File: src/rtl/segdrv_defs.svh
// constants and operation summary for the seven-segment shift-out driver
// Operation
// - Display data leaves one bit at a time on the serial display output into the first register of the chain.
// - A shift clock common to all chained registers advances the serial data by one bit per pulse.
// - A latch clock pulse copies every register's shifted contents into its parallel output buffer.
// - An output enable switches the register outputs on and off and is modulated to set brightness.
// - A chain clear output empties the shift stages of every register when wired to all of them; output buffers keep their contents.
// - The stream is ordered so the register next to the serial output holds the units digit.
// - In each digit byte bit 0 drives decimal point and colon, bits 1 to 7 drive segments A to G.
// - All timing derives from the 8 MHz clock of the device.
// - Three separate button inputs are sampled as the keyboard.
// - The buzzer is sounded by sinking current on the buzzer output.
// - In normal operation the display alternates between temperature and time or date.
// - While the menu is shown the output enable is held at full brightness.
// - The display is static: patterns stay latched, never multiplexed in time.
`ifndef SEGDRV_DEFS_SVH
`define SEGDRV_DEFS_SVH
`define SEG_CLK_HZ 8000000
`define SEG_SHIFT_DIV 8
`define SEG_DP_BIT 0
`define SEG_A_BIT 1
`define SEG_ALT_CYCLES 16000000
`define SEG_PWM_STEPS 256
`define SEG_CLEAR_CYCLES 4
`endif

File: src/rtl/segdrv_pkg.sv
// types for the seven-segment shift-out driver
package segdrv_pkg;
    typedef enum logic [2:0] {ST_CLEAR, ST_IDLE, ST_LOAD, ST_LOW, ST_HIGH, ST_LATCH} shift_state_t;
endpackage : segdrv_pkg

File: src/rtl/seven_segment_shift_out_driver.sv
// static seven-segment shift-out driver with frame fifo and brightness pwm
`timescale 1ns/1ps
`include "segdrv_defs.svh"

module segdrv_fifo #(
    parameter int WIDTH = 32,
    parameter int DEPTH = 16
) (
    input wire logic mclk_in,
    input wire logic srst_in,
    input wire logic [WIDTH-1:0] wr_data_in,
    input wire logic wr_valid_in,
    output logic wr_ready_out,
    output logic [WIDTH-1:0] rd_data_out,
    output logic rd_valid_out,
    input wire logic rd_ready_in
);
    localparam int AW = $clog2(DEPTH);
    logic [WIDTH-1:0] mem_q [DEPTH];
    logic [AW-1:0] wp_q, wp_d, rp_q, rp_d;
    logic [AW:0] cnt_q, cnt_d;
    logic do_wr, do_rd;
    assign wr_ready_out = (cnt_q != (AW+1)'(DEPTH));
    assign rd_valid_out = (cnt_q != '0);
    assign do_wr = wr_valid_in && wr_ready_out;
    assign do_rd = rd_valid_out && rd_ready_in;
    assign rd_data_out = mem_q[rp_q];
    always_comb begin
        wp_d = do_wr ? wp_q + 1'b1 : wp_q;
        rp_d = do_rd ? rp_q + 1'b1 : rp_q;
        cnt_d = cnt_q + {{AW{1'b0}}, do_wr} - {{AW{1'b0}}, do_rd};
    end
    always_ff @(posedge mclk_in) begin
        if (srst_in) begin
            wp_q <= '0;
            rp_q <= '0;
            cnt_q <= '0;
        end else begin
            wp_q <= wp_d;
            rp_q <= rp_d;
            cnt_q <= cnt_d;
        end
        if (do_wr) begin
            mem_q[wp_q] <= wr_data_in;
        end
    end
endmodule : segdrv_fifo

module seven_segment_shift_out_driver
    import segdrv_pkg::*;
#(
    parameter int DIGITS = 4,
    parameter int DEPTH = 16,
    parameter int ALT_CYCLES = `SEG_ALT_CYCLES
) (
    input wire logic mclk_in,
    input wire logic srst_in,
    input wire logic [8*DIGITS-1:0] temp_frame_in,
    input wire logic [8*DIGITS-1:0] time_frame_in,
    input wire logic [8*DIGITS-1:0] menu_frame_in,
    input wire logic menu_active_in,
    input wire logic [7:0] brightness_in,
    input wire logic alarm_in,
    input wire logic button_one_in,
    input wire logic button_two_in,
    input wire logic button_three_in,
    output logic serial_display_out,
    output logic shift_clock_out,
    output logic latch_clock_out,
    output logic output_enable_n_out,
    output logic chain_clear_out,
    output logic buzzer_sink_n_out,
    output logic [2:0] button_pressed_out,
    output logic frame_ready_out
);
    localparam int FW = 8 * DIGITS;
    localparam int BW = $clog2(FW + 1);
    localparam int DW = $clog2(`SEG_SHIFT_DIV); // all timing counted in mclk_in cycles

    // button sync: 3 flops, change counts when stages 2 and 3 agree
    logic [2:0] btn_raw;
    logic [2:0] s1_q, s2_q, s3_q, pr_q, pr_d;
    assign btn_raw = {button_three_in, button_two_in, button_one_in};
    always_comb begin
        pr_d = pr_q;
        for (int i = 0; i < 3; i++) begin
            if (s2_q[i] == s3_q[i]) begin
                pr_d[i] = ~s3_q[i]; // low level means pressed
            end
        end
    end
    always_ff @(posedge mclk_in) begin
        if (srst_in) begin
            s1_q <= 3'h7;
            s2_q <= 3'h7;
            s3_q <= 3'h7;
            pr_q <= 3'h0;
        end else begin
            s1_q <= btn_raw;
            s2_q <= s1_q;
            s3_q <= s2_q;
            pr_q <= pr_d;
        end
    end
    assign button_pressed_out = pr_q;

    // buzzer sinks current when alarm is on
    logic buz_q, buz_d;
    always_comb begin
        buz_d = ~alarm_in;
    end
    always_ff @(posedge mclk_in) begin
        if (srst_in) begin
            buz_q <= 1'b1;
        end else begin
            buz_q <= buz_d;
        end
    end
    assign buzzer_sink_n_out = buz_q;

    // alternation timer picks temperature or time frame
    logic [31:0] alt_q, alt_d;
    logic show_time_q, show_time_d, alt_tick;
    assign alt_tick = (alt_q == 32'(ALT_CYCLES - 1));
    always_comb begin
        alt_d = alt_tick ? 32'h0 : alt_q + 32'h1;
        show_time_d = alt_tick ? ~show_time_q : show_time_q;
    end
    always_ff @(posedge mclk_in) begin
        if (srst_in) begin
            alt_q <= 32'h0;
            show_time_q <= 1'b0;
        end else begin
            alt_q <= alt_d;
            show_time_q <= show_time_d;
        end
    end

    // frame source: a new frame is queued when the chosen content differs from the last queued frame and no push is pending
    logic [FW-1:0] src_frame, last_q, last_d;
    logic push_q, push_d, wr_ready;
    logic [FW-1:0] rd_data;
    logic rd_valid, rd_ready;
    assign src_frame = menu_active_in ? menu_frame_in : (show_time_q ? time_frame_in : temp_frame_in);
    always_comb begin
        last_d = last_q;
        push_d = push_q;
        if (push_q && wr_ready) begin
            push_d = 1'b0;
        end
        if (src_frame != last_q && !push_q) begin
            last_d = src_frame;
            push_d = 1'b1;
        end
    end
    always_ff @(posedge mclk_in) begin
        if (srst_in) begin
            last_q <= '0;
            push_q <= 1'b1;
        end else begin
            last_q <= last_d;
            push_q <= push_d;
        end
    end
    assign frame_ready_out = wr_ready;

    segdrv_fifo #(.WIDTH(FW), .DEPTH(DEPTH)) u_fifo (
        .mclk_in(mclk_in),
        .srst_in(srst_in),
        .wr_data_in(last_q),
        .wr_valid_in(push_q),
        .wr_ready_out(wr_ready),
        .rd_data_out(rd_data),
        .rd_valid_out(rd_valid),
        .rd_ready_in(rd_ready)
    );

    // shift engine: msb of the most distant digit first, units digit last
    shift_state_t st_q, st_d;
    logic [FW-1:0] sh_q, sh_d;
    logic [BW-1:0] bits_q, bits_d;
    logic [DW-1:0] div_q, div_d;
    logic sdo_q, sdo_d, sck_q, sck_d, lat_q, lat_d, clr_q, clr_d;
    logic div_end;
    assign div_end = (div_q == DW'(`SEG_SHIFT_DIV / 2 - 1));
    assign rd_ready = (st_q == ST_IDLE);
    always_comb begin
        st_d = st_q;
        sh_d = sh_q;
        bits_d = bits_q;
        div_d = div_end ? '0 : div_q + 1'b1;
        sdo_d = sdo_q;
        sck_d = 1'b0;
        lat_d = 1'b0;
        clr_d = 1'b0;
        unique case (st_q)
            ST_CLEAR: begin
                clr_d = 1'b1; // chain cleared after reset
                if (div_end) begin
                    st_d = ST_IDLE;
                end
            end
            ST_IDLE: begin
                div_d = '0;
                if (rd_valid) begin
                    sh_d = rd_data;
                    bits_d = BW'(FW);
                    st_d = ST_LOAD;
                end
            end
            ST_LOAD: begin
                sdo_d = sh_q[FW-1]; // one bit at a time
                sh_d = {sh_q[FW-2:0], 1'b0};
                div_d = '0;
                st_d = ST_LOW;
            end
            ST_LOW: begin
                if (div_end) begin
                    st_d = ST_HIGH;
                end
            end
            ST_HIGH: begin
                sck_d = 1'b1; // one rising edge per bit
                if (div_end) begin
                    bits_d = bits_q - 1'b1;
                    st_d = (bits_q == BW'(1)) ? ST_LATCH : ST_LOAD;
                end
            end
            ST_LATCH: begin
                lat_d = 1'b1; // only after a whole frame
                if (div_end) begin
                    st_d = ST_IDLE;
                end
            end
        endcase
    end
    always_ff @(posedge mclk_in) begin
        if (srst_in) begin
            st_q <= ST_CLEAR;
            sh_q <= '0;
            bits_q <= '0;
            div_q <= '0;
            sdo_q <= 1'b0;
            sck_q <= 1'b0;
            lat_q <= 1'b0;
            clr_q <= 1'b1;
        end else begin
            st_q <= st_d;
            sh_q <= sh_d;
            bits_q <= bits_d;
            div_q <= div_d;
            sdo_q <= sdo_d;
            sck_q <= sck_d;
            lat_q <= lat_d;
            clr_q <= clr_d;
        end
    end
    assign serial_display_out = sdo_q;
    assign shift_clock_out = sck_q;
    assign latch_clock_out = lat_q; // static drive, latched until next frame
    assign chain_clear_out = clr_q;

    // brightness pwm on the active-low enable; menu forces full on
    logic [7:0] pwm_q, pwm_d;
    logic oe_n_q, oe_n_d;
    always_comb begin
        pwm_d = pwm_q + 8'h01;
        oe_n_d = menu_active_in ? 1'b0 : ~(pwm_q < brightness_in || brightness_in == 8'hFF);
    end
    always_ff @(posedge mclk_in) begin
        if (srst_in) begin
            pwm_q <= 8'h00;
            oe_n_q <= 1'b1;
        end else begin
            pwm_q <= pwm_d;
            oe_n_q <= oe_n_d;
        end
    end
    assign output_enable_n_out = oe_n_q;

    // checks
    property p_menu_full;
        @(posedge mclk_in) disable iff (srst_in) menu_active_in |=> !output_enable_n_out;
    endproperty
    a_menu_full: assert property (p_menu_full) else $error("enable not full in menu");
    property p_latch_after_frame;
        @(posedge mclk_in) disable iff (srst_in) $rose(latch_clock_out) |-> $past(st_q, 2) == ST_HIGH && bits_q == '0;
    endproperty
    a_latch_after_frame: assert property (p_latch_after_frame) else $error("latch before frame end");
    property p_no_shift_latch;
        @(posedge mclk_in) disable iff (srst_in) !(shift_clock_out && latch_clock_out);
    endproperty
    a_no_shift_latch: assert property (p_no_shift_latch) else $error("shift and latch together");
    property p_data_stable;
        @(posedge mclk_in) disable iff (srst_in) shift_clock_out |-> $stable(serial_display_out);
    endproperty
    a_data_stable: assert property (p_data_stable) else $error("data moved during shift clock");
    property p_sck_width;
        @(posedge mclk_in) disable iff (srst_in) $rose(shift_clock_out) |-> shift_clock_out [*4] ##1 !shift_clock_out;
    endproperty
    a_sck_width: assert property (p_sck_width) else $error("shift clock width wrong");
    property p_btn_low;
        @(posedge mclk_in) disable iff (srst_in) (!button_one_in) [*5] |-> button_pressed_out[0];
    endproperty
    a_btn_low: assert property (p_btn_low) else $error("button low not seen pressed");
    property p_buzzer;
        @(posedge mclk_in) disable iff (srst_in) alarm_in |=> !buzzer_sink_n_out;
    endproperty
    a_buzzer: assert property (p_buzzer) else $error("buzzer not sinking");
    property p_dark;
        @(posedge mclk_in) disable iff (srst_in) (!menu_active_in && brightness_in == 8'h00) |=> output_enable_n_out;
    endproperty
    a_dark: assert property (p_dark) else $error("enable on at zero brightness");
endmodule : seven_segment_shift_out_driver

File: config.mk
export PLATFORM = sky130hd
export DESIGN_NAME = seven_segment_shift_out_driver
export DESIGN_NICKNAME = d
export VERILOG_FILES = /design/src/rtl/segdrv_pkg.sv /design/src/rtl/seven_segment_shift_out_driver.sv
export VERILOG_INCLUDE_DIRS = /design/src /design/src/rtl
export SDC_FILE = /design/constraint.sdc
export NUM_CORES = 1
export LEC_CHECK = 0
export ABC_CLOCK_PERIOD_IN_PS = 3700
export BUFFER_PORTS_ARGS = -buffer_cell sky130_fd_sc_hd__buf_2
export CAP_MARGIN = 20
export CORE_MARGIN = 2
export CORE_UTILIZATION = 55
export CTS_CLUSTER_DIAMETER = 150
export CTS_CLUSTER_SIZE = 28
export DETAILED_ROUTE_END_ITERATION = 16
export PLACE_DENSITY = 0.75
export SYNTH_ARGS = -nofsm -noshare
export SYNTH_HDL_FRONTEND = slang
export SYNTH_SLANG_ARGS = --single-unit
File: constraint.sdc
create_clock -name mclk_in -period 3.7 [get_ports mclk_in]
set_input_delay 0.37 -clock mclk_in [delete_from_list [all_inputs] [get_ports mclk_in]]
set_output_delay 0.37 -clock mclk_in [all_outputs]
set_load 0.02 [all_outputs]
# Yosys cells after proc, flatten, opt, wreduce, memory -nomap -nowiden
# Memories as Yosys holds them, arrays and structs flattened. A register that Yosys moved wholly into a read port is not among the register bits.
# Index checks and enable logic that the tools add are counted.
# word_totals
regBits	149
ram_bits	512
input_bits	111
output_inout_bits	10
elab_cells	95
mem_count	1
# memory_table
memory	depth	width	read_ports	rd_clocked_by_memory_dff	write_ports	line	text
u_fifo.mem_q	16	32	1	1	1	seven_segment_shift_out_driver.sv:19	logic [WIDTH-1:0] mem_q [DEPTH];
# classes
addsub	8
magnitude_cmp	1
n_eq_ne	18
n_mux	21
n_bitwise	6
n_reduce_logical	16
# ops
operator	n
two-way mux 32 bit	3
one-hot mux 32 bit (2 select lines)	1
adder 32 x 1 -> 32 bit, second input constant	1
equality test 32 x 24 -> 1 bit, second input constant	1
!= test 32 bit	1
two-way mux 3 bit	5
one-hot mux 3 bit (5 select lines)	1
two-way mux 6 bit	2
one-hot mux 6 bit (2 select lines)	1
equality test 3 x 2 -> 1 bit, second input constant	3
adder 4 x 1 -> 4 bit, second input constant	2
adder 8 x 1 -> 8 bit, second input constant	1
equality test 8 bit, second input constant	1
less-than comparator 8 bit	1
two-way mux 4 bit	2
equality test 3 bit, second input constant	2
equality test 6 x 1 -> 1 bit, second input constant	1
two-way mux 1 bit	6
inverter 1 bit	6
OR reduction 2 bit	3
subtractor 6 x 1 -> 6 bit, second input constant	1
adder 5 x 1 -> 5 bit	1
!= test 5 bit, second input constant	1
nonzero test 5 bit	1
other kinds (15)	22

# Depth between registers and ports, before layout
# Gate-level depths: netlist of the first run.
# logic_depth
ltp_word	5
ltp_mapped	17
ltp_nobuf	16

# Modules after synthesis
# Synthesis of the first run repeated with hierarchy kept, for this count alone.
# hier_totals
hier_cells	1722
area_unflattened_um2	27111.0
# modules_own_cells
mod	instances	cells_each	area_each_um2	seq_area_each_um2
segdrv_fifo	1	893	20017.9	15715.1
seven_segment_shift_out_driver	1	829	7093.1	2722.6

# Worst setup path after synthesis of the first run
# Ideal clock, no wire load.
# synth_timing
path_kind	reg-to-reg
start	register u_fifo.cnt_q[2]
end	memory u_fifo.mem_q[3][0], enable pin
setup_ps	461
t_arrival_ps	3615
required_ps	3239
path_slack_ps	-376
path_stages_with_launch	8
n_path_buf	1
period_less_slack_ps	4076
cell_sequence	dfxtp_1 inv_1 ha_1 nand4_1 and2_1 clkbuf_1 nand2_1 nor3_1
# synth_via
elab_chain_len	4
# synth_rtl
item	line	text
start: declaration	seven_segment_shift_out_driver.sv:21	logic [AW:0] cnt_q, cnt_d;
start signal: assignment	seven_segment_shift_out_driver.sv:41	cnt_q <= cnt_d;
!= test 5 bit	seven_segment_shift_out_driver.sv:23	assign wr_ready_out = (cnt_q != (AW+1)'(DEPTH));
net frame_ready_out	seven_segment_shift_out_driver.sv:74	output logic frame_ready_out
logical AND 1 bit	seven_segment_shift_out_driver.sv:25	assign do_wr = wr_valid_in && wr_ready_out;
net u_fifo.do_wr	seven_segment_shift_out_driver.sv:22	logic do_wr, do_rd;
two-way mux 1 bit	seven_segment_shift_out_driver.sv:43	if (do_wr) begin
two-way mux 1 bit (implied by the code)	seven_segment_shift_out_driver.sv:44	mem_q[wp_q] <= wr_data_in;
end: declaration	seven_segment_shift_out_driver.sv:19	
# The timed path passes the listed nets, and every way through them passes these cells.

# Final worst setup path of the first run
# layout_timing
start	register show_time_q
end	register last_q[11]
# layout_via
elab_chain_len	4
# layout_rtl
item	line	text
start: declaration	seven_segment_shift_out_driver.sv:123	logic show_time_q, show_time_d, alt_tick;
start signal: assignment	seven_segment_shift_out_driver.sv:135	show_time_q <= show_time_d;
two-way mux 32 bit (*) (2 in a row)	seven_segment_shift_out_driver.sv:144	assign src_frame = menu_active_in ? menu_frame_in : (show_time_q ? time_frame_in : temp_frame_in);
!= test 32 bit	seven_segment_shift_out_driver.sv:151	if (src_frame != last_q && !push_q) begin
logical AND 1 bit	seven_segment_shift_out_driver.sv:151	
end signal: assignment	seven_segment_shift_out_driver.sv:161	last_q <= last_d;
end: declaration	seven_segment_shift_out_driver.sv:140	logic [FW-1:0] src_frame, last_q, last_d;
# Every way passes the cells marked *; elsewhere a longest branch is shown, timed or not.
# A chain may end at the register's enable or synchronous reset.

==> flow_summary.yaml, run 1 <==
run_status:
  status: "finished clean"
power_and_ir_drop:
  clkPwrFrac_pct: 21.8
  leakagePower_nw: 9.90
  p_switching_mw: 4.42
  pwr-share-seq_pct: 57.7
  internal-power_mw: 11.9
  combPwrFrac_pct: 20.5
  p_sw_share_pct: 27.1
  cellPowerDensity_mw_per_mm2: 549
  vdd_ir_drop_max_mv: 0.417
place:
  io_buffers: 120
  gp_congestion: 0.824
  place_inst: 2457
  placed_area_mm2: 0.0289
  hpwl_mm: 35.6
setup_path:
  crit_chain: "buf_12 > mux2i_1 > a211oi_1 > nor4_1 > and4_1 > a41oi_4 > buf_4 > mux2i_1 > nor2_1"
  cp_slowest_cell: "dfxtp_2"
  worstPathArrival_ns: 3.37
  start_kind: "flop"
  startpoint: "show_time_q"
  reg2reg_from: "show_time_q"
  cp-end-kind: "flop"
  cp_common_cell: "mux2i_1"
  cp.required_ns: 4.18
  r2r_cells: 9
  cp_top_family: "simple AND/OR/NAND/NOR gates"
  criticalPathCategory: "flop to flop"
  rr_endpoint: "last_q[11]"
  cpPeakStageDelay_ns: 0.56
  rrSetupSlack_ns: 0.81
  crit_buf_inv: 2
  cp_max_fo: 32
timing:
  period_needed_ns: 2.89
  rsz0062_at_grt: "false"
  final_hold_viol_count: 0
  finalClockSkew_ns: 0.0153
  fin_crit_sh_pct: 78.2
  slew_headroom_pct: 35.6
  finalSetupViolCount: 0
  tightest_slew_ns: 0.966
  finalSetupTns_ns: 0
  maxSlewViolCount: 0
  timing.fmax_mhz: 346
clock_network:
  cts-root-buf: "clkbuf_16"
  clk_pin_slew_ns: 0.10
  clock_latency_ns: 0.62
  numCtsBuffers: 27
  cts_setup_buffers: 0
  cts_tree: "yes"
  htree_num_levels: 1
  clockBufferDepth: 3
  clkSinkCount: 665
drt:
  drc: 0
  dr.pass1.iters: 5
  totalWireLength_mm: 56.5
  drtIter0Drc: 1141
  vias_per_cell: 6.03
  wl_per_cell_um: 22.5
  vias: 15200
  ant_nets: 0
logic_synthesis:
  synth_edf_count: 512
  synth-seq-cells: 665
  netlist_instances: 1726
  syn_avg_cell_area_um2: 15.9
  synth_flop_cell: "edfxtp_1"
  yosysSeqAreaShare_pct: 67.3
  syn-num-nets: 1862
  syn_area_mm2: 0.0274
  yosysWarnings: 0
  async_reset_ff_share_pct: 0
  yosysUniqueCellTypes: 53
final_layout:
  fin_area_mm2: 0.0298
  area.growth.synth_to_final_pct: 8.62
  layout.nets: 1962
  diodes: 0
  drive_gt1_share_pct: 20.3
  nFillCells: 3561
  layout.cells.non_filler: 2511
grt:
  track_usage_pct: 22.4
  grt_pass1_wl_mm: 87.3
  antenna_found_initial: 0
  grt_overflow_total: 0
  grt_max_degree: 131
  grt_pass1_vias: 15000
floorplanning:
  ios: 121
  core_area_mm2: 0.0491
  start_util_pct: 55.9
  die_h_um: 227
  fp.dieArea_mm2: 0.0516
  rows: 81
  die_w_um: 227
hold_path:
  holdCritStartpoint: "menu_frame_in[8]"
  min_path_type: "primary input to flop"
  holdPathStages: 5
  hold-path-endpoint: "last_q[8]"
run:
  cap_violations: 0
-- registers in the layout (all words and copies together) (netlist names), 4 cells and up, named ones only --
signal,flops
u_fifo.mem_q,512
u_fifo.rp_q,4
sh_q,32
alt_q,32
pwm_q,8
u_fifo.wp_q,4
u_fifo.cnt_q,5
last_q,32
bits_q,6
-- stage by stage --
step / total power, mW / worst slack, ns / hold slack, ns / utilization (%)
after floorplan: 11.9 / 0.479 / 0.389 / -
after global placement: 12.8 / 0.623 / 0.392 / 59.0
after detailed placement: 13.0 / 0.533 / 0.396 / 59.0
after CTS: 16.4 / 0.729 / 0.137 / 60.7
after global routing: 17.0 / 0.614 / 0.162 / 60.7
final: 16.3 / 0.808 / 0.163 / 60.7
-- cell type report --
| cell class | instances | area [µm²] | area share, % |
|---|---|---|---|
| clock buffers | 48 | 754 | 2.53 |
| well taps | 664 | 831 | 2.79 |
| multi-input cells | 927 | 8470 | 28.5 |
| flip-flops and latches | 665 | 18500 | 62.0 |
| inverters | 32 | 120 | 0.403 |
| clock inverters | 2 | 28.8 | 0.0967 |
| repair buffers | 173 | 1110 | 3.74 |
-- kinds of logic (layout without fill, tap and decap cells) --
family / count (synthesis) / count (layout) / synth area share, %
multiplexers: 226 / 226 / 14.1
flip-flops: 665 / 665 / 67.3
adder cells (fa/ha/maj): 25 / 25 / 1.17
AND/OR/NAND/NOR: 401 / 401 / 7.34
XOR/XNOR: 49 / 49 / 1.57
buffers and inverters: 134 / 255 / 2.34
AO/OA/AOI/OAI: 226 / 226 / 6.17
-- routing by layer --
metal / wire, µm / global-route usage (%) / vias to the layer above
li1: - / - / 6876
met1: 24300 / 32.1 / 7622
met2: 27100 / 37.1 / 573
met3: 3860 / 2.25 / 80
met4: 1220 / 5.90 / 0
met5: 0 / 0 / -
-- worst reg2reg max path: cells and delay by family, from the launching register on --
family,cells,cell delay (ns)
AOI/OAI and AO/OA,2,0.21
buffers and inverters,2,0.55
DFF,1,0.56
muxes,2,0.55
and+or+nand+nor,3,0.90
-- what timing repair did --
item	in CTS	in global routing
hold buffers	4	0
resized for setup	0	0
endpoints found under the hold margin	4	0
-- synth_stat cells (5+ instances only) --
cell | instances | area, µm²
o21ai_0 | 40 | 200
clkbuf_1 | 55 | 206
edfxtp_1 | 512 | 15400
a221oi_1 | 32 | 280
a21oi_1 | 18 | 90.1
a211oi_1 | 94 | 706
mux4_2 | 129 | 2910
nand4_1 | 12 | 75.1
o211a_1 | 32 | 320
xor2_1 | 25 | 219
nor3_1 | 15 | 75.1
nand2_1 | 65 | 244
xnor2_1 | 24 | 210
a21o_1 | 5 | 37.5
buf_2 | 31 | 155
inv_1 | 30 | 113
nor2_1 | 161 | 604
and3_1 | 7 | 43.8
ha_1 | 24 | 300
nor2b_1 | 67 | 419
or2_2 | 11 | 68.8
mux2i_1 | 97 | 971
dfxtp_1 | 153 | 3060
nand3_1 | 13 | 65.1
buf_1 | 6 | 22.5
nor4_1 | 19 | 119
-- power groups by stage --
| stage | Sequential, mW | Combinational [mW] | Clock (mW) |
|---|---|---|---|
| after floorplan | 9.33 | 2.59 | 0 |
| after global placement | 9.54 | 3.28 | 0 |
| after detailed placement | 9.61 | 3.37 | 0 |
| after CTS | 9.43 | 3.38 | 3.62 |
| after global routing | 9.51 | 3.67 | 3.85 |
| final | 9.43 | 3.34 | 3.56 |
-- cell usage in the layout (no fill, tap or decap), types with 40 or more instances in the layout --
cell type	netlist	routed
nand2_1	65	65
buf_4	2	43
o21ai_0	40	40
edfxtp_1	512	512
mux2i_1	97	97
nor2_1	161	148
buf_2	31	118
dfxtp_1	153	148
mux4_2	129	129
a211oi_1	94	94
nor2b_1	67	67
-- worst max-delay path by stage --
stage,slack [ns],cells past startpoint,end
finish,0.81,9,last_q[11]
global route,0.61,9,last_q[11]
CTS,0.73,9,last_q[11]
detailed placement,0.53,9,last_q[12]
global placement,0.62,9,last_q[5]
floorplan,0.48,7,u_fifo.mem_q[7][0]
Power figures use the tool's default switching activity.
==> run 2, diff against run 1 <==
--- a/config.mk
+++ b/config.mk
@@ -6,7 +6,7 @@
 export SDC_FILE = /design/constraint.sdc
 export NUM_CORES = 1
 export LEC_CHECK = 0
-export ABC_CLOCK_PERIOD_IN_PS = 3700
+export ABC_CLOCK_PERIOD_IN_PS = 2650
 export BUFFER_PORTS_ARGS = -buffer_cell sky130_fd_sc_hd__buf_2
 export CAP_MARGIN = 20
 export CORE_MARGIN = 2
==> constraint.sdc (replaced) <==
create_clock -name mclk_in -period 2.65 [get_ports mclk_in]
set_input_delay 0.265 -clock mclk_in [delete_from_list [all_inputs] [get_ports mclk_in]]
set_output_delay 0.265 -clock mclk_in [all_outputs]
set_load 0.02 [all_outputs]
==> run 2 against run 1 <==
Against the previous run:
- count of clock-buffer cells in the layout is 1 lower
- via count is 3.5% higher
- die area stayed put
- critical path type unchanged
==> flow_summary.yaml, run 2 (synthesis gave the netlist of run 1 again) <==
power_and_ir_drop:
  internal-power_mw: 17.1
  pwr-share-seq_pct: 54.7
  cellPowerDensity_mw_per_mm2: 767
  leakagePower_nw: 10.3
  combPwrFrac_pct: 24.3
  p_switching_mw: 6.44
  clkPwrFrac_pct: 21.0
  vdd_ir_drop_max_mv: 0.707
  power_mw: 23.5
  p_sw_share_pct: 27.4
setup_path:
  cp_slowest_cell: "nor4_1"
  reg2reg_from: "show_time_q"
  cp-end-kind: "flop"
  crit_chain: "buf_12 > mux2i_1 > a211oi_1 > nor4_1 > and4_4 > a41oi_4 > buf_12 > mux2i_1 > nor2_1"
  cpPeakStageDelay_ns: 0.47
  worstPathArrival_ns: 3.03
  cp_max_fo: 32
  startpoint: "show_time_q"
  criticalPathCategory: "flop to flop"
  cp.required_ns: 3.13
  start_kind: "flop"
place:
  io_buffers: 120
  gp_congestion: 0.840
  placed_area_mm2: 0.0298
  hpwl_mm: 37.2
  place_ws_ns: 0.0735
floorplanning:
  core_area_mm2: 0.0491
  rows: 81
  ios: 121
  die_h_um: 227
  start_util_pct: 55.9
  fp.dieArea_mm2: 0.0516
  die_w_um: 227
timing:
  tightest_slew_ns: 0.756
  timing.fmax_mhz: 392
  fin_crit_sh_pct: 96.2
  maxSlewViolCount: 0
  final_hold_viol_count: 0
  slew_headroom_pct: 49.5
  finalWorstSetupSlack_ns: 0.0998
  finalSetupViolCount: 0
  finalSetupTns_ns: 0
  finalClockSkew_ns: 0.0197
  period_needed_ns: 2.55
grt:
  antenna_found_initial: 0
  track_usage_pct: 23.2
  grt_max_degree: 64
  grt_overflow_total: 0
  grt_pass1_vias: 15500
  grt_pass1_wl_mm: 89.5
final_layout:
  fin_area_mm2: 0.0307
  nFillCells: 3490
  area.growth.synth_to_final_pct: 11.9
  final_cell_mix: "edfxtp_1 (512), nor2_1 (147), dfxtp_1 (146)"
  layout.nets: 2028
  largest_register_ffs: 512
  final_common_cell: "edfxtp_1"
  diodes: 0
  drive_gt1_share_pct: 24.0
  fin_util_pct: 62.5
  top_register: "u_fifo.mem_q"
clock_network:
  clock_latency_ns: 0.61
  clockBufferDepth: 3
  htree_num_levels: 1
  cts_tree: "yes"
  clkSinkCount: 665
  numCtsBuffers: 27
  clk_pin_slew_ns: 0.10
  cts-root-buf: "clkbuf_16"
drt:
  ant_nets: 0
  wl_per_cell_um: 22.9
  drtIter0Drc: 1378
  dr.pass1.iters: 6
  vias: 15700
  drc: 0
  vias_per_cell: 6.09
  totalWireLength_mm: 59.0
run_status:
  status: "finished clean"
hold_path:
  holdCritStartpoint: "menu_frame_in[26]"
  min_path_type: "primary input to flop"
run:
  cap_violations: 0
[run 2: repair_timing]
item,CTS,global route
hold endpoints to repair,11,0
hold buffers,5,0
setup endpoints to repair,0,24
setup buffers,0,4
resized for setup,0,19
[run 2: cell type report]
| class | count | area (µm²) | share of cell area, % |
|---|---|---|---|
| sequential | 665 | 18500 | 60.2 |
| multi-input combinational | 927 | 8530 | 27.8 |
| timing repair buffer | 239 | 1950 | 6.37 |
| tap | 664 | 831 | 2.71 |
| clock buffer | 47 | 751 | 2.45 |
| inverter | 32 | 120 | 0.392 |
| clock inverter | 2 | 17.5 | 0.0571 |
[run 2: path summary, 6_finish.rpt]
path              slack, ns          to  depth (start not counted)
hold / removal         0.05  last_q[26]                          5
setup reg to reg        0.1  last_q[11]                          9
setup / recovery        0.1  last_q[11]                          9
hold reg to reg        0.42     s2_q[2]                          1
[run 2: power by group through the flow]
stage	sequential [mW]	clock, mW	combinational [mW]
CTS	12.9	5.01	5.64
floorplan	13.0	0	3.65
detailed placement	13.1	0	5.60
global placement	13.0	0	5.46
finish	12.9	4.93	5.71
global route	12.9	5.32	6.16
[run 2: critical path, delay by kind of cell, from the launching register on]
| family | cells | cell delay, ns |
|---|---|---|
| flops | 1 | 0.37 |
| compound gates | 2 | 0.25 |
| buf+inv | 2 | 0.42 |
| mux | 2 | 0.52 |
| simple gates | 3 | 0.86 |
[run 2: metrics by stage]
stage	std cells	hold WS (ns)
after floorplan	1726	0.339
after global placement	2518	0.394
after detailed placement	2518	0.396
after CTS	2572	0.0339
after global routing	2576	0.0799
final	2576	0.0525
[run 2: routing by layer]
layer	GRT usage [%]	up-vias	wire, µm
li1	-	7014	-
met4	6.47	0	1580
met2	40.8	625	29800
met3	2.01	100	3950
met1	31.1	7947	23700
met5	0	-	0
==> run 3, diff against run 2 <==
--- a/config.mk
+++ b/config.mk
@@ -6,15 +6,16 @@
 export SDC_FILE = /design/constraint.sdc
 export NUM_CORES = 1
 export LEC_CHECK = 0
+export ABC_AREA = 1
 export ABC_CLOCK_PERIOD_IN_PS = 2650
 export BUFFER_PORTS_ARGS = -buffer_cell sky130_fd_sc_hd__buf_2
 export CAP_MARGIN = 20
 export CORE_MARGIN = 2
-export CORE_UTILIZATION = 55
+export CORE_UTILIZATION = 56
 export CTS_CLUSTER_DIAMETER = 150
 export CTS_CLUSTER_SIZE = 28
 export DETAILED_ROUTE_END_ITERATION = 16
-export PLACE_DENSITY = 0.75
+export PLACE_DENSITY = 0.76
 export SYNTH_ARGS = -nofsm -noshare
 export SYNTH_HDL_FRONTEND = slang
 export SYNTH_SLANG_ARGS = --single-unit
==> run 3 against run 2 <==
Against the previous run:
- sequential power about the same
- utilization down 0.70 points
- critical endpoint is now u_fifo.mem_q[2][0]
- register-to-register slack better by 0.099 ns
- synthesized cell count up 57%
- cell count up 36%
- synthesized area up 2.5%
- power up 7.0%
- count of clock-buffer cells in the layout up 1
- first-iteration DRC count up 61%
- setup slack better by 0.099 ns
- non-clock buffer count down 17
- critical path type unchanged
- cell area up 0.51%
- largest power group unchanged
==> flow_summary.yaml, run 3 <==
run_status:
  status: "finished clean"
logic_synthesis:
  synth_common_cells: "edfxtp_1 (512), nand2_1 (496), nor2_1 (402), o21ai_0 (335), dfxtp_1 (153)"
  synth_top_cell_area_share_pct: 54.7
  syn-num-nets: 2843
  syn_avg_cell_area_um2: 10.4
  yosysWarnings: 0
  yosysTopAreaCell: "edfxtp_1"
  synth_flop_cell: "edfxtp_1"
  yosysUniqueCellTypes: 47
  netlist_instances: 2707
  synth-seq-cells: 665
  syn_area_mm2: 0.0281
  synth_area_leaders: "edfxtp_1 (55%), dfxtp_1 (11%), nand2_1 (6.6%)"
  yosysSeqAreaShare_pct: 65.6
  synth_edf_count: 512
  async_reset_ff_share_pct: 0
  synth_most_common_cell: "edfxtp_1"
power_and_ir_drop:
  clkPwrFrac_pct: 19.7
  leakagePower_nw: 11.1
  cellPowerDensity_mw_per_mm2: 816
  p_sw_share_pct: 33.2
  combPwrFrac_pct: 28.3
  internal-power_mw: 16.8
  power_mw: 25.2
  pwr-share-seq_pct: 51.9
  p_switching_mw: 8.35
  vdd_ir_drop_max_mv: 0.527
grt:
  grt_overflow_total: 0
  grt_pass1_wl_mm: 107
  grt_pass1_vias: 20100
  antenna_found_initial: 0
  track_usage_pct: 25.6
  grt_max_degree: 101
drt:
  vias: 20700
  drtIter0Drc: 2212
  drc: 0
  vias_per_cell: 5.91
  dr.pass1.iters: 6
  ant_nets: 0
  wl_per_cell_um: 19.4
  totalWireLength_mm: 67.7
place:
  place_inst: 3440
  hpwl_mm: 40.5
  io_buffers: 120
  gp_congestion: 0.896
clock_network:
  clock_latency_ns: 0.62
  clk_pin_slew_ns: 0.11
  htree_num_levels: 1
  cts-root-buf: "clkbuf_16"
  clockBufferDepth: 3
  numCtsBuffers: 27
  cts_tree: "yes"
  clkSinkCount: 665
final_layout:
  drive_gt1_share_pct: 11.3
  final_common_cell: "edfxtp_1"
  largest_register_ffs: 512
  layout.cells.non_filler: 3495
  diodes: 0
  layout.nets: 2939
  area.growth.synth_to_final_pct: 9.65
  fin_util_pct: 61.8
  top_register: "u_fifo.mem_q"
  final_cell_mix: "edfxtp_1 (512), nand2_1 (496), nor2_1 (384)"
setup_path:
  crit_chain: "inv_1 > ha_2 > nand4_1 > nand2_1 > inv_1 > nand2_1 > nor2_4 > buf_12"
  start_kind: "flop"
  worstPathArrival_ns: 2.74
  criticalPathCategory: "flop to flop"
  cp_max_fo: 26
  cp_slowest_cell: "nor2_4"
  cp_top_family: "simple AND/OR/NAND/NOR gates"
  cpPeakStageDelay_ns: 0.38
  cp.required_ns: 2.93
  cp-end-kind: "flop"
  crit_buf_inv: 3
run:
  cap_violations: 0
timing:
  rsz0062_at_grt: "false"
  fin_crit_sh_pct: 92.5
  tightest_slew_ns: 0.710
  timing.hold.ws_ns: 0.0267
  final_hold_viol_count: 0
  timing.fmax_mhz: 408
  period_needed_ns: 2.45
  slew_headroom_pct: 52.6
  finalClockSkew_ns: 0.0444
  maxSlewViolCount: 0
  finalSetupViolCount: 0
floorplanning:
  ios: 121
  die_h_um: 228
  die_w_um: 228
  rows: 82
  core_area_mm2: 0.0499
  start_util_pct: 56.4
  fp.dieArea_mm2: 0.0520
hold_path:
  min_path_type: "primary input to flop"
-- run 3: cells by family after synthesis --
group | synth area share, %
AND/OR/NAND/NOR | 17.1
XOR/XNOR | 0.467
adder cells (fa/ha/maj) | 1.14
buffers and inverters | 4.49
AO/OA/AOI/OAI | 11.2
flip-flops | 65.6
-- run 3: final timing paths --
check                     from               endpoint  slack (ns)  cells after the start
max            u_fifo.cnt_q[3]     u_fifo.mem_q[2][0]        0.20                      8
min          menu_frame_in[21]             last_q[21]        0.03                      5
max reg2reg    u_fifo.cnt_q[3]     u_fifo.mem_q[2][0]        0.20                      8
min reg2reg            s3_q[1]  button_pressed_out[1]        0.42                      1
-- run 3: worst min-delay path, delay by kind of cell --
kind | cells | cell delay [ns]
buf+inv | 1 | 0.09
simple gates | 4 | 0.27
-- run 3: final cells by class --
type / instances / area, µm²
Multi-Input combinational cell: 1748 / 8540
Tap cell: 672 / 841
Clock buffer: 48 / 754
Sequential cell: 665 / 18500
Clock inverter: 1 / 8.76
Fill cell: 3947 / 19000
Timing Repair Buffer: 222 / 1680
Inverter: 139 / 537
-- run 3: through the flow --
step	setup WS (ns)	area, µm²	TNS, ns
2_1_floorplan	-0.341	28100	-151.82
3_3_place_gp	0.142	30000	0
3_5_place_dp	0.0583	30000	0
4_1_cts	0.0564	30800	0
5_1_grt	0.00489	30800	0
6_report	0.199	30800	0
-- run 3: power by group through the flow --
stage | combinational, mW | sequential (mW) | clock [mW]
after floorplan | 4.44 | 13.3 | 0
after global placement | 6.67 | 13.2 | 0
after detailed placement | 6.98 | 13.3 | 0
after CTS | 7.03 | 13.0 | 5.00
after global routing | 7.95 | 13.1 | 5.36
final | 7.13 | 13.1 | 4.97
-- run 3: per-layer routing --
| layer | vias to the layer above | track usage, % | routed length (µm) |
|---|---|---|---|
| met3 | 142 | 2.61 | 5710 |
| met1 | 9863 | 34.0 | 26800 |
| li1 | 9627 | - | - |
| met5 | - | 0 | 0 |
| met4 | 0 | 8.58 | 1960 |
| met2 | 1019 | 44.5 | 33300 |
-- run 3: what timing repair did --
item / in CTS / in global routing
hold endpoints to repair: 5 / 0
resized for setup: 0 / 9
setup buffers: 0 / 1
hold buffers: 5 / 0
setup endpoints to repair: 0 / 26
